`src/pkg/cpr_pkg.sv`:
```
// package for the core pointer register bank: offsets, reset values, carriers
// assumes an 8-bit special-register access port driven by the core execution logic
package cpr_pkg;

	// special-register addresses of the pointer bank
	localparam logic [7:0] CPR_ADDR_STACK_TOP = 8'h81;
	localparam logic [7:0] CPR_ADDR_PTR_LOW   = 8'h82;
	localparam logic [7:0] CPR_ADDR_PTR_HIGH  = 8'h83;

	// values after reset
	localparam logic [7:0] CPR_RST_STACK_TOP  = 8'h07;
	localparam logic [7:0] CPR_RST_PTR_LOW    = 8'h00;
	localparam logic [7:0] CPR_RST_PTR_HIGH   = 8'h00;

	// answer for an unassigned address
	localparam logic [7:0] CPR_RESERVED_READ  = 8'h00;

	// stack step per push or pop
	localparam logic [7:0] CPR_STACK_STEP     = 8'h01;

	// special-register access request from the core
	typedef struct packed {
		logic       wr;    // write strobe
		logic       rd;    // read strobe
		logic [7:0] addr;  // special-register address
		logic [7:0] wdata; // write data
	} cpr_sreg_req_t;

	// stack operation request from the core
	typedef struct packed {
		logic push; // increment before the byte is written
		logic pop;  // byte read at old index, then decrement
	} cpr_stack_req_t;

endpackage : cpr_pkg

```
`src/core/cpr_pointer_regs.sv`:
```
// core pointer register bank: stack top index and 16-bit data pointer
// assumes the core drives one register access or stack operation per cycle,
// synchronous to REF_CLK_I; no inputs cross a clock domain
`timescale 1ns/100ps

// Functional notes
// - stack index incremented before each push
// - stack index resets to 0x07
// - low byte forms pointer bits 7..0
// - high byte at 0x83, bits 15..8
// - pointer addresses external RAM and flash
// - unassigned addresses do nothing, read zero
module cpr_pointer_regs
	import cpr_pkg::*;
(
	input  wire logic           REF_CLK_I,        // core system clock, 100 MHz
	input  wire logic           RESET_I,          // synchronous, active high
	input  wire cpr_sreg_req_t  SREG_REQ_I,       // register access from the core
	input  wire cpr_stack_req_t STACK_REQ_I,      // push / pop request
	output logic [7:0]          SREG_RDATA_O,     // registered read data
	output logic                SREG_HIT_O,       // registered: read in the previous cycle hit a pointer register
	output logic [7:0]          STACK_ADDR_O,     // registered stack access address
	output logic                STACK_WR_O,       // registered: push byte write strobe
	output logic                STACK_RD_O,       // registered: pop byte read strobe
	output logic [15:0]         DATA_POINTER_16_O // registered indirect address
);

	////////////////////////////////////////////////////////////////////////
	// state
	logic [7:0]  stack_top_index_ff;   // top of stack
	logic [7:0]  nxt_stack_top_index;
	logic [7:0]  pointer_low_byte_ff;  // data pointer low byte
	logic [7:0]  nxt_pointer_low_byte;
	logic [7:0]  pointer_high_byte_ff; // data pointer high byte
	logic [7:0]  nxt_pointer_high_byte;
	logic [7:0]  rdata_ff;             // read data
	logic [7:0]  nxt_rdata;
	logic        hit_ff;               // read hit flag
	logic        nxt_hit;
	logic [7:0]  stack_addr_ff;        // stack access address
	logic [7:0]  nxt_stack_addr;
	logic        stack_wr_ff;          // push strobe
	logic        nxt_stack_wr;
	logic        stack_rd_ff;          // pop strobe
	logic        nxt_stack_rd;
	logic [15:0] data_pointer_16_ff;              // registered data pointer
	logic [15:0] nxt_data_pointer_16;

	////////////////////////////////////////////////////////////////////////
	// next-state logic; a register write takes priority over a stack op
	// in the same cycle, since software loading the index is explicit
	always_comb
	begin
		nxt_stack_top_index   = stack_top_index_ff;
		nxt_pointer_low_byte  = pointer_low_byte_ff;
		nxt_pointer_high_byte = pointer_high_byte_ff;
		nxt_rdata             = rdata_ff;
		nxt_hit               = 1'b0;
		nxt_stack_addr        = stack_addr_ff;
		nxt_stack_wr          = 1'b0;
		nxt_stack_rd          = 1'b0;

		if (STACK_REQ_I.push)
		begin
			nxt_stack_top_index = stack_top_index_ff + CPR_STACK_STEP;
			nxt_stack_addr      = stack_top_index_ff + CPR_STACK_STEP;
			nxt_stack_wr        = 1'b1;
		end
		else if (STACK_REQ_I.pop)
		begin
			nxt_stack_addr      = stack_top_index_ff;
			nxt_stack_top_index = stack_top_index_ff - CPR_STACK_STEP;
			nxt_stack_rd        = 1'b1;
		end

		// register writes; all eight bits are implemented, so reserved-bit
		// care by software does not apply to these registers
		if (SREG_REQ_I.wr)
		begin
			unique case (SREG_REQ_I.addr)
				CPR_ADDR_STACK_TOP: nxt_stack_top_index = SREG_REQ_I.wdata;
				CPR_ADDR_PTR_LOW:   nxt_pointer_low_byte = SREG_REQ_I.wdata;
				CPR_ADDR_PTR_HIGH:  nxt_pointer_high_byte = SREG_REQ_I.wdata;
				default:            ;
			endcase
		end

		// register reads
		if (SREG_REQ_I.rd)
		begin
			nxt_hit = 1'b1;
			unique case (SREG_REQ_I.addr)
				CPR_ADDR_STACK_TOP: nxt_rdata = stack_top_index_ff;
				CPR_ADDR_PTR_LOW:   nxt_rdata = pointer_low_byte_ff;
				CPR_ADDR_PTR_HIGH:  nxt_rdata = pointer_high_byte_ff;
				default:
				begin
					nxt_rdata = CPR_RESERVED_READ;
					nxt_hit   = 1'b0;
				end
			endcase
		end

		nxt_data_pointer_16 = {nxt_pointer_high_byte, nxt_pointer_low_byte};
	end

	////////////////////////////////////////////////////////////////////////
	// registers only
	always_ff @(posedge REF_CLK_I)
	begin
		if (RESET_I)
		begin
			stack_top_index_ff   <= CPR_RST_STACK_TOP;
			pointer_low_byte_ff  <= CPR_RST_PTR_LOW;
			pointer_high_byte_ff <= CPR_RST_PTR_HIGH;
			rdata_ff             <= CPR_RESERVED_READ;
			hit_ff               <= 1'b0;
			stack_addr_ff        <= CPR_RST_STACK_TOP;
			stack_wr_ff          <= 1'b0;
			stack_rd_ff          <= 1'b0;
			data_pointer_16_ff              <= {CPR_RST_PTR_HIGH, CPR_RST_PTR_LOW};
		end
		else
		begin
			stack_top_index_ff   <= nxt_stack_top_index;
			pointer_low_byte_ff  <= nxt_pointer_low_byte;
			pointer_high_byte_ff <= nxt_pointer_high_byte;
			rdata_ff             <= nxt_rdata;
			hit_ff               <= nxt_hit;
			stack_addr_ff        <= nxt_stack_addr;
			stack_wr_ff          <= nxt_stack_wr;
			stack_rd_ff          <= nxt_stack_rd;
			data_pointer_16_ff              <= nxt_data_pointer_16;
		end
	end

	// outputs straight from flip-flops
	assign SREG_RDATA_O      = rdata_ff;
	assign SREG_HIT_O        = hit_ff;
	assign STACK_ADDR_O      = stack_addr_ff;
	assign STACK_WR_O        = stack_wr_ff;
	assign STACK_RD_O        = stack_rd_ff;
	assign DATA_POINTER_16_O = data_pointer_16_ff;
endmodule // cpr_pointer_regs

```
`config.mk`:
```
export PLATFORM = sky130hd
export DESIGN_NAME = cpr_pointer_regs
export DESIGN_NICKNAME = d
export VERILOG_FILES = /design/src/pkg/cpr_pkg.sv /design/src/core/cpr_pointer_regs.sv
export SDC_FILE = /design/constraint.sdc
export NUM_CORES = 1
export LEC_CHECK = 0
export ABC_CLOCK_PERIOD_IN_PS = 2700
export BUFFER_PORTS_ARGS = -buffer_cell sky130_fd_sc_hd__buf_2
export CORE_UTILIZATION = 56
export CTS_CLUSTER_DIAMETER = 200
export DETAILED_ROUTE_END_ITERATION = 6
export GPL_TIMING_DRIVEN = 0
export MAX_ROUTING_LAYER = met4
export PLACE_DENSITY = 0.85
export SYNTH_ARGS = -nofsm -noshare
export SYNTH_HDL_FRONTEND = slang
export SYNTH_SLANG_ARGS = --single-unit
```
`constraint.sdc`:
```
create_clock -name REF_CLK_I -period 2.7 [get_ports REF_CLK_I]
set_input_delay 0.54 -clock REF_CLK_I [delete_from_list [all_inputs] [get_ports REF_CLK_I]]
set_output_delay 0.54 -clock REF_CLK_I [all_outputs]
set_load 0.02 [all_outputs]
```
==> impl_metrics.csv, run 1 <==
group,metric,value,unit
outcome,outcome,"finished clean",
floorplanning,core_area,0.003442,mm^2
power_and_ir_drop,ir_drop,0.3436,mV
yosys,ys_seq_elements,43,
critical_path,r2r_start,"stack_top_index_ff[1]",
floorplanning,rows,21,
critical_path,cp_data_arrival_time,1.86,ns
route,first_pass_iters,4,
grt,antenna_found_initial,0,
yosys,synthCells,230,
critical_path,cp.required,2.94,ns
floorplanning,die_x,62.76,um
yosys,yosys_warnings,0,
finish,drive_gt1_share,29.25,%
sta,fin_tns_setup,0,ns
yosys,postSynthAreaPerCell,8.987,um^2
critical_path,crit_path_top_delay_cell,"nor4b_4",
clocking,clk_pin_slew,0.08,ns
sta,rsz0062_at_grt,"no",
run,drv_cap,0,
clocking,postCtsHoldBufs,0,
sta,hold_violations,0,
sta,finalSetupViolations,0,
floorplanning,ios,57,
sta,period_share,60.33,%
yosys,synth_fp_nets,254,
yosys,synth_area,0.002067,mm^2
finish,fill_cells,269,
sta,relSlewSlack,60.29,%
yosys,synthArstFlopShare,0,%
route,via_count,1899,
floorplanning,die_y,62.76,um
power_and_ir_drop,power_per_cell_area,512.6,mW/mm^2
grt,grt_overflow,0,
worst_hold_path,hold_class,"register to register",
clocking,cts_buffers,5,
grt,grt_pass1_wl,7866,um
sta,post-route-min-period,1.629,ns
yosys,yosys-top-cells-count,"dfxtp_1 (43), nor2_1 (31), nand2_1 (23)",
route,totalWireLength,4761,um
finish,fin_nets,317,
sta,whs,0.4529,ns
critical_path,crit_path_start,"SREG_REQ_I[14]",
placed_design,portBuffers,56,
sta,worst_slew_pin_slew,0.5951,ns
worst_hold_path,hp-start,"SREG_RDATA_O[5]",
route,wire_per_inst,14.00,um
finish,area_growth_syn_to_layout,20.46,%
power_and_ir_drop,p_leak,1.210,nW
yosys,yosys_most_used_dff,"dfxtp_1",
clocking,htreeDepth,2,
clocking,postCtsSetupBuffers,0,
yosys,synth_top_cell_area_share,41.65,%
critical_path,setup.worst_path.end_class,"register",
clocking,post_cts_resized,0,
sta,clock_skew,0.005980,ns
critical_path,crit_chain,"buf_2 > nor4b_4 > and3_1 > buf_2 > a211oi_1 > o21ai_1",
yosys,yosysSeqAreaShare,41.65,%
critical_path,crit_fanout,10,
clocking,cts_tree,"built",
route,drt_iter0_markers,113,
sta,slew_viol_final,0,
critical_path,max_stage_delay,0.37,ns
yosys,synth_cell_type_count,47,
floorplanning,die-area,0.003938,mm^2
route,ant_nets,0,
critical_path,path_class,"input port to register",
yosys,synth_area_leaders,"dfxtp_1 (42%), mux2i_1 (8.7%), nor2_1 (5.6%)",
yosys,synth-edff-count,0,
clocking,clkLatencyLatePin,0.31,ns
clocking,cts-root-buf,"clkbuf_8",
floorplanning,initial_core_util,60.05,%
clocking,clk_path_buf_depth,2,
yosys,synth_area_leader_cell,"dfxtp_1",
grt,grt_max_degree,14,
grt,grt_pass1_vias,1751,
critical_path,start_kind,"input port",
placed_design,gp_congestion,0.9213,
clocking,cts.sinks,43,
grt,grt.total_usage,26.46,%
finish,diodes,0,
placed_design,dp_hpwl,3518,um
critical_path,crit_path_frequent_cell,"buf_2",
route,route.detailed.drc,0,
yosys,yosysMostFrequentCell,"dfxtp_1",
sta,fmax,0.6139,GHz
route,via_per_inst,5.585,
==> registers in the layout, summed over array words and instances, names as in the netlist <==
signal,flops
SREG_RDATA_O,8
pointer_high_byte_ff,8
SREG_HIT_O,1
stack_top_index_ff,8
DATA_POINTER_16_O,1
STACK_RD_O,1
pointer_low_byte_ff,7
STACK_ADDR_O,8
STACK_WR_O,1
==> cell families after synthesis <==
family                     share of synthesized area [%]
buffers and inverters                              4.781
AOI/OAI and AO/OA                                  16.28
xor gates and xnor gates                           2.119
muxes                                              11.99
adders and majority gates                          1.210
DFF                                                41.65
and+or+nand+nor                                    21.97
==> metrics by stage <==
stage | instance area [um^2] | total power, W | setup slack, ns | instances | util [%]
floorplan | 2067 | 0.0008202 | 1.024 | 230 | -
global route | 2490 | 0.001333 | 0.9735 | 340 | 72.34
global placement | 2405 | 0.0008784 | 0.8066 | 332 | 69.87
detailed placement | 2405 | 0.0008825 | 0.7872 | 332 | 69.87
CTS | 2490 | 0.001277 | 1.108 | 340 | 72.34
finish | 2490 | 0.001276 | 1.071 | 340 | 72.34
==> report_power, final <==
group / switching (W) / leakage, nW / total, W / internal (W)
clock network: 0.000225 / 0.0412 / 0.000406 / 0.000181
registers: 0.0000147 / 0.349 / 0.000670 / 0.000655
logic: 0.000119 / 0.819 / 0.000200 / 0.0000807
total: 0.000360 / 1.21 / 0.00128 / 0.000917
==> metal layers <==
| layer | GRT usage (%) | part of all wire [%] | wire (um) | vias up |
|---|---|---|---|---|
| met5 | - | 0 | 0 | - |
| met4 | 9.593 | 1.4 | 67 | 0 |
| met3 | 6.569 | 5.7 | 270 | 7 |
| met2 | 42.66 | 46 | 2209 | 58 |
| met1 | 31.92 | 47 | 2214 | 895 |
| li1 | - | - | - | 939 |
==> path summary, 6_finish.rpt <==
check | slack [ns] | end | depth (start not counted)
max | 1.07 | stack_top_index_ff[1] | 6
min | 0.45 | SREG_RDATA_O[5] | 2
max reg2reg | 1.11 | stack_top_index_ff[7] | 4
min reg2reg | 0.45 | SREG_RDATA_O[5] | 2
==> cell type report <==
| cell class | count | area, um^2 | share of cell area (%) |
|---|---|---|---|
| multi-input combinational | 167 | 1107 | 44.47 |
| sequential | 43 | 860.8 | 34.57 |
| timing repair buffer | 56 | 280.3 | 11.26 |
| buffer | 14 | 76.32 | 3.065 |
| clock buffer | 6 | 72.57 | 2.915 |
| tap | 46 | 57.56 | 2.312 |
| inverter | 6 | 22.52 | 0.9045 |
| clock inverter | 2 | 12.51 | 0.5025 |
==> worst max-delay path: cells and delay by family <==
family          cells  cell delay, ns
compound gates      2            0.23
buf+inv             2            0.37
simple gates        2            0.72
==> layout by cell type (no fill, tap or decap), drive strengths merged, types with 3 or more instances in the layout <==
cell     n
buf     65
nand4    3
a22oi    8
nor2    31
a211oi   5
a21oi    3
o21ai   18
nor2b    5
dfxtp   43
o211ai   3
xnor2    5
clkbuf  11
or2      3
nand2   23
nor4     3
nand3    8
nor3     3
mux2     6
inv      6
mux2i   18
No activity file was read; power rests on OpenSTA's default activity.
==> inputs of run 2 (changes only) <==
ABC_CLOCK_PERIOD_IN_PS = 1700   (was 2700)
CORE_UTILIZATION = 52   (was 56)
PLACE_DENSITY = 0.79   (was 0.85)
clock period = 1.7 ns   (was 2.7 ns; I/O delays follow)
==> impl_metrics.csv, run 2 (synthesis gave the netlist of run 1 again) <==
group,metric,value,unit
finish,fin_cells,342,
floorplanning,die_y,65.05,um
route,first_pass_iters,4,
finish,diodes,0,
finish,finish.instance_area,0.002491,mm^2
worst_hold_path,worstHoldPathCells,3,
route,via_per_inst,5.535,
power_and_ir_drop,power_per_cell_area,806.7,mW/mm^2
critical_path,rr_worst_depth,4,
critical_path,reg2reg_to,"stack_top_index_ff[7]",
grt,grt_overflow,0,
grt,grt_pass1_vias,1773,
critical_path,start_kind,"register",
route,drt_iter0_markers,105,
finish,fin_nets,317,
sta,setup_ws,0.1255,ns
floorplanning,die_x,65.05,um
clocking,cts.sinks,43,
grt,grt.total_usage,25.30,%
sta,hold_violations,0,
clocking,cts-root-buf,"clkbuf_8",
critical_path,crit_fanout,7,
clocking,postCtsHoldBufs,0,
sta,fin_tns_setup,0,ns
critical_path,path_buf_inv,0,
critical_path,cp.required,1.89,ns
power_and_ir_drop,p_leak,1.216,nW
clocking,clk_path_buf_depth,2,
critical_path,path_delay_family,"simple AND/OR/NAND/NOR gates",
sta,period_share,92.62,%
sta,clock_skew,0.002873,ns
route,ant_nets,0,
sta,post-route-min-period,1.574,ns
floorplanning,die-area,0.004231,mm^2
worst_hold_path,hp-start,"SREG_REQ_I[0]",
sta,worst_slew_pin_slew,0.6147,ns
critical_path,r2r_start,"stack_top_index_ff[1]",
critical_path,path_class,"register to register",
placed_design,place_area,0.002407,mm^2
worst_hold_path,hold_class,"input port to register",
clocking,htreeDepth,2,
sta,slew_viol_final,0,
clocking,cts_buffers,5,
floorplanning,rows,22,
grt,grt_pass1_wl,8024,um
clocking,clkLatencyLatePin,0.30,ns
route,via_count,1893,
placed_design,portBuffers,56,
sta,relSlewSlack,58.98,%
sta,finalSetupViolations,0,
floorplanning,initial_core_util,55.21,%
placed_design,pre_cts_ws,-0.03629,ns
finish,area_growth_syn_to_layout,20.52,%
critical_path,crit_path_top_delay_cell,"or4b_4",
critical_path,crit_chain,"or4b_4 > nor4_2 > nor4_1 > a221o_1",
grt,antenna_found_initial,0,
finish,final_util,66.54,%
clocking,post_cts_resized,0,
placed_design,gp_congestion,0.8508,
critical_path,crit_path_start,"stack_top_index_ff[1]",
route,route.detailed.drc,0,
run,drv_cap,0,
route,totalWireLength,4794,um
sta,rsz0062_at_grt,"no",
worst_hold_path,min_to,"stack_top_index_ff[0]",
placed_design,dp_hpwl,3603,um
power_and_ir_drop,ir_drop,0.6645,mV
critical_path,setup.worst_path.end_class,"register",
clocking,cts_tree,"built",
outcome,outcome,"finished clean",
critical_path,cp_data_arrival_time,1.77,ns
critical_path,max_stage_delay,0.56,ns
floorplanning,core_area,0.003744,mm^2
finish,fill_cells,346,
finish,final_cell_mix,"buf_2 (62), dfxtp_1 (43), nor2_1 (31)",
sta,fmax,0.6351,GHz
route,wire_per_inst,14.02,um
finish,final_common_cell,"buf_2",
critical_path,rrSetupSlack,0.13,ns
placed_design,dp_cells,334,
floorplanning,ios,57,
grt,grt_max_degree,14,
clocking,clk_pin_slew,0.08,ns
clocking,postCtsSetupBuffers,0,
finish,drive_gt1_share,29.59,%
==> run 2: changes by cell type in the layout (fill, tap and decap cells not counted) <==
cell	delta
clkinvlp_4	-1
clkinv_2	+2
clkbuf_1	-1
==> run 2: metal layers <==
| layer | vias up | GRT usage, % | routed length [um] |
|---|---|---|---|
| li1 | 939 | - | - |
| met5 | - | - | 0 |
| met1 | 894 | 33.04 | 2299 |
| met2 | 56 | 40.63 | 2186 |
| met4 | 0 | 6.522 | 42 |
| met3 | 4 | 4.225 | 267 |
==> run 2: worst max path at each step <==
stage,to,slack [ns],cells past startpoint
6_report,stack_top_index_ff[7],0.13,4
5_1_grt,stack_top_index_ff[7],0.007,4
4_1_cts,stack_top_index_ff[7],0.12,4
3_5_place_dp,stack_top_index_ff[6],-0.04,6
3_3_place_gp,stack_top_index_ff[1],-0.02,6
2_1_floorplan,stack_top_index_ff[7],0.21,5
==> run 2: power by group <==
group	total [W]	internal (W)	switching (W)	leakage (nW)
clock network	0.000630	0.000281	0.000348	0.0477
registers	0.00106	0.00104	0.0000239	0.349
logic	0.000315	0.000128	0.000187	0.819
total	0.00201	0.00145	0.000560	1.22
==> run 2: worst reg2reg max path, delay by kind of cell (launching register included) <==
kind / cells / cell delay, ns
AO/OA/AOI/OAI: 1 / 0.26
flip-flops: 1 / 0.38
AND/OR/NAND/NOR: 3 / 0.83
==> run 2: stage by stage <==
step,hold WS (ns),total power (W)
2_1_floorplan,0.4724,0.001303
3_3_place_gp,0.4356,0.001397
3_5_place_dp,0.4384,0.001402
4_1_cts,0.3054,0.002024
5_1_grt,0.3171,0.002089
6_report,0.3100,0.002010
==> run 2: area by class of cell <==
cell class / instances / area [um^2] / area share (%)
plain buffers: 14 / 76.32 / 3.064
clock buffers: 5 / 68.82 / 2.762
clock inverters: 3 / 15.01 / 0.6027
inverters: 6 / 22.52 / 0.9041
multi-input cells: 167 / 1107 / 44.45
flip-flops and latches: 43 / 860.8 / 34.56
well taps: 48 / 60.06 / 2.411
repair buffers: 56 / 280.3 / 11.25
==> inputs of run 3 (changes only) <==
CORE_ASPECT_RATIO = 0.6   (was not set)
==> impl_metrics.csv, run 3 (synthesis gave the netlist of run 1 again) <==
group,metric,value,unit
grt,grt.total_usage,25.84,%
clocking,clkLatencyLatePin,0.30,ns
grt,grt_pass1_vias,1702,
grt,grt_overflow,0,
sta,fmax,0.6170,GHz
clocking,clk_path_buf_depth,2,
route,ant_nets,0,
power_and_ir_drop,p_leak,1.210,nW
sta,rsz0062_at_grt,"no",
sta,clock_skew,0.005724,ns
power_and_ir_drop,power.switching,0.0005768,W
floorplanning,ios,57,
placed_design,dp_cells,333,
finish,fin_cells,341,
route,drt_iter0_markers,82,
clocking,cts-root-buf,"clkbuf_8",
critical_path,cp.required,1.89,ns
floorplanning,core_area,0.003744,mm^2
floorplanning,die_y,50.84,um
power_and_ir_drop,p_int,0.001456,W
power_and_ir_drop,seqPwrFrac,52.4,%
route,first_pass_iters,4,
power_and_ir_drop,pwr-share-clk,31.8,%
sta,finalSetupViolations,0,
sta,post-route-min-period,1.621,ns
critical_path,start_kind,"register",
outcome,outcome,"finished clean",
placed_design,dp_hpwl,3707,um
grt,grt_pass1_wl,8197,um
clocking,cts.sinks,43,
power_and_ir_drop,power_per_cell_area,816.1,mW/mm^2
floorplanning,rows,17,
sta,slew_viol_final,0,
critical_path,crit_fanout,7,
route,wire_per_inst,14.34,um
route,totalWireLength,4891,um
run,drv_cap,0,
critical_path,path_class,"register to register",
finish,final_common_cell,"buf_2",
clocking,htreeDepth,2,
floorplanning,initial_core_util,55.21,%
clocking,cts_tree,"built",
placed_design,portBuffers,56,
finish,fin_nets,317,
sta,period_share,95.34,%
sta,hold_violations,0,
power_and_ir_drop,switching_share,28.37,%
power_and_ir_drop,ir_drop,0.4877,mV
grt,grt_max_degree,14,
critical_path,cp_data_arrival_time,1.81,ns
finish,drive_gt1_share,29.25,%
clocking,clk_pin_slew,0.08,ns
route,via_count,1923,
clocking,post_cts_resized,0,
finish,diodes,0,
clocking,postCtsSetupBuffers,0,
route,via_per_inst,5.639,
sta,relSlewSlack,59.14,%
power_and_ir_drop,power.total,0.002033,W
power_and_ir_drop,combPwrFrac,15.8,%
route,route.detailed.drc,0,
worst_hold_path,hold_class,"input port to register",
floorplanning,die-area,0.004239,mm^2
finish,final_cell_mix,"buf_2 (62), dfxtp_1 (43), nor2_1 (31)",
sta,worst_slew_pin_slew,0.6123,ns
placed_design,gp_congestion,0.8620,
finish,area_growth_syn_to_layout,20.52,%
grt,antenna_found_initial,0,
clocking,postCtsHoldBufs,0,
critical_path,setup.worst_path.end_class,"register",
clocking,cts_buffers,5,
floorplanning,die_x,83.40,um
run 3: changes by cell type in the layout (fill, tap and decap cells not counted):
| cell | before | now |
|---|---|---|
| clkinvlp_4 | 0 | 1 |
| clkinv_2 | 3 | 1 |
| clkbuf_1 | 4 | 5 |
run 3: through the flow:
step / worst slack, ns / util, % / setup TNS, ns / hold slack [ns] / cell area (um^2)
floorplan: 0.2141 / - / 0 / 0.4724 / 2067
global placement: -0.02902 / 64.27 / -0.08299 / 0.4355 / 2406
detailed placement: -0.06075 / 64.27 / -0.3353 / 0.4401 / 2406
CTS: 0.1006 / 66.54 / 0 / 0.3007 / 2491
global route: 0.03815 / 66.54 / 0 / 0.2973 / 2491
finish: 0.07917 / 66.54 / 0 / 0.3024 / 2491
run 3: layout make-up:
class                   count  area (um^2)
fillers                   347         1252
multi-input cells         167         1107
flip-flops and latches     43        860.8
repair buffers             56        280.3
plain buffers              14        76.32
clock buffers               6        72.57
well taps                  47        58.81
inverters                   6        22.52
clock inverters             2        12.51
run 3: final timing paths:
path | from | to | slack [ns] | depth (start not counted)
hold reg to reg | SREG_RDATA_O[6] | SREG_RDATA_O[6] | 0.45 | 2
hold / removal | SREG_REQ_I[3] | stack_top_index_ff[3] | 0.30 | 3
setup reg to reg | stack_top_index_ff[1] | stack_top_index_ff[7] | 0.08 | 4
setup / recovery | stack_top_index_ff[1] | stack_top_index_ff[7] | 0.08 | 4
run 3: worst max-delay path, cell delays in order, from the launching register on:
cell	delay [ns]
dfxtp_1	0.39
or4b_4	0.57
nor4_2	0.20
nor4_1	0.09
a221o_1	0.27
run 3: metal layers:
| layer | vias up | wire length [um] | track usage [%] |
|---|---|---|---|
| li1 | 941 | - | - |
| met1 | 911 | 2538 | 37.79 |
| met2 | 66 | 1917 | 34.97 |
| met3 | 5 | 393 | 5.977 |
| met4 | 0 | 41 | 8.046 |
| met5 | - | 0 | - |
run 3: power groups by stage:
stage / logic [W] / registers (W) / clock network [W]
floorplan: 0.000195 / 0.00111 / 0
global placement: 0.000312 / 0.00109 / 0
detailed placement: 0.000314 / 0.00109 / 0
CTS: 0.000318 / 0.00107 / 0.000649
global route: 0.000350 / 0.00107 / 0.000701
finish: 0.000321 / 0.00107 / 0.000646
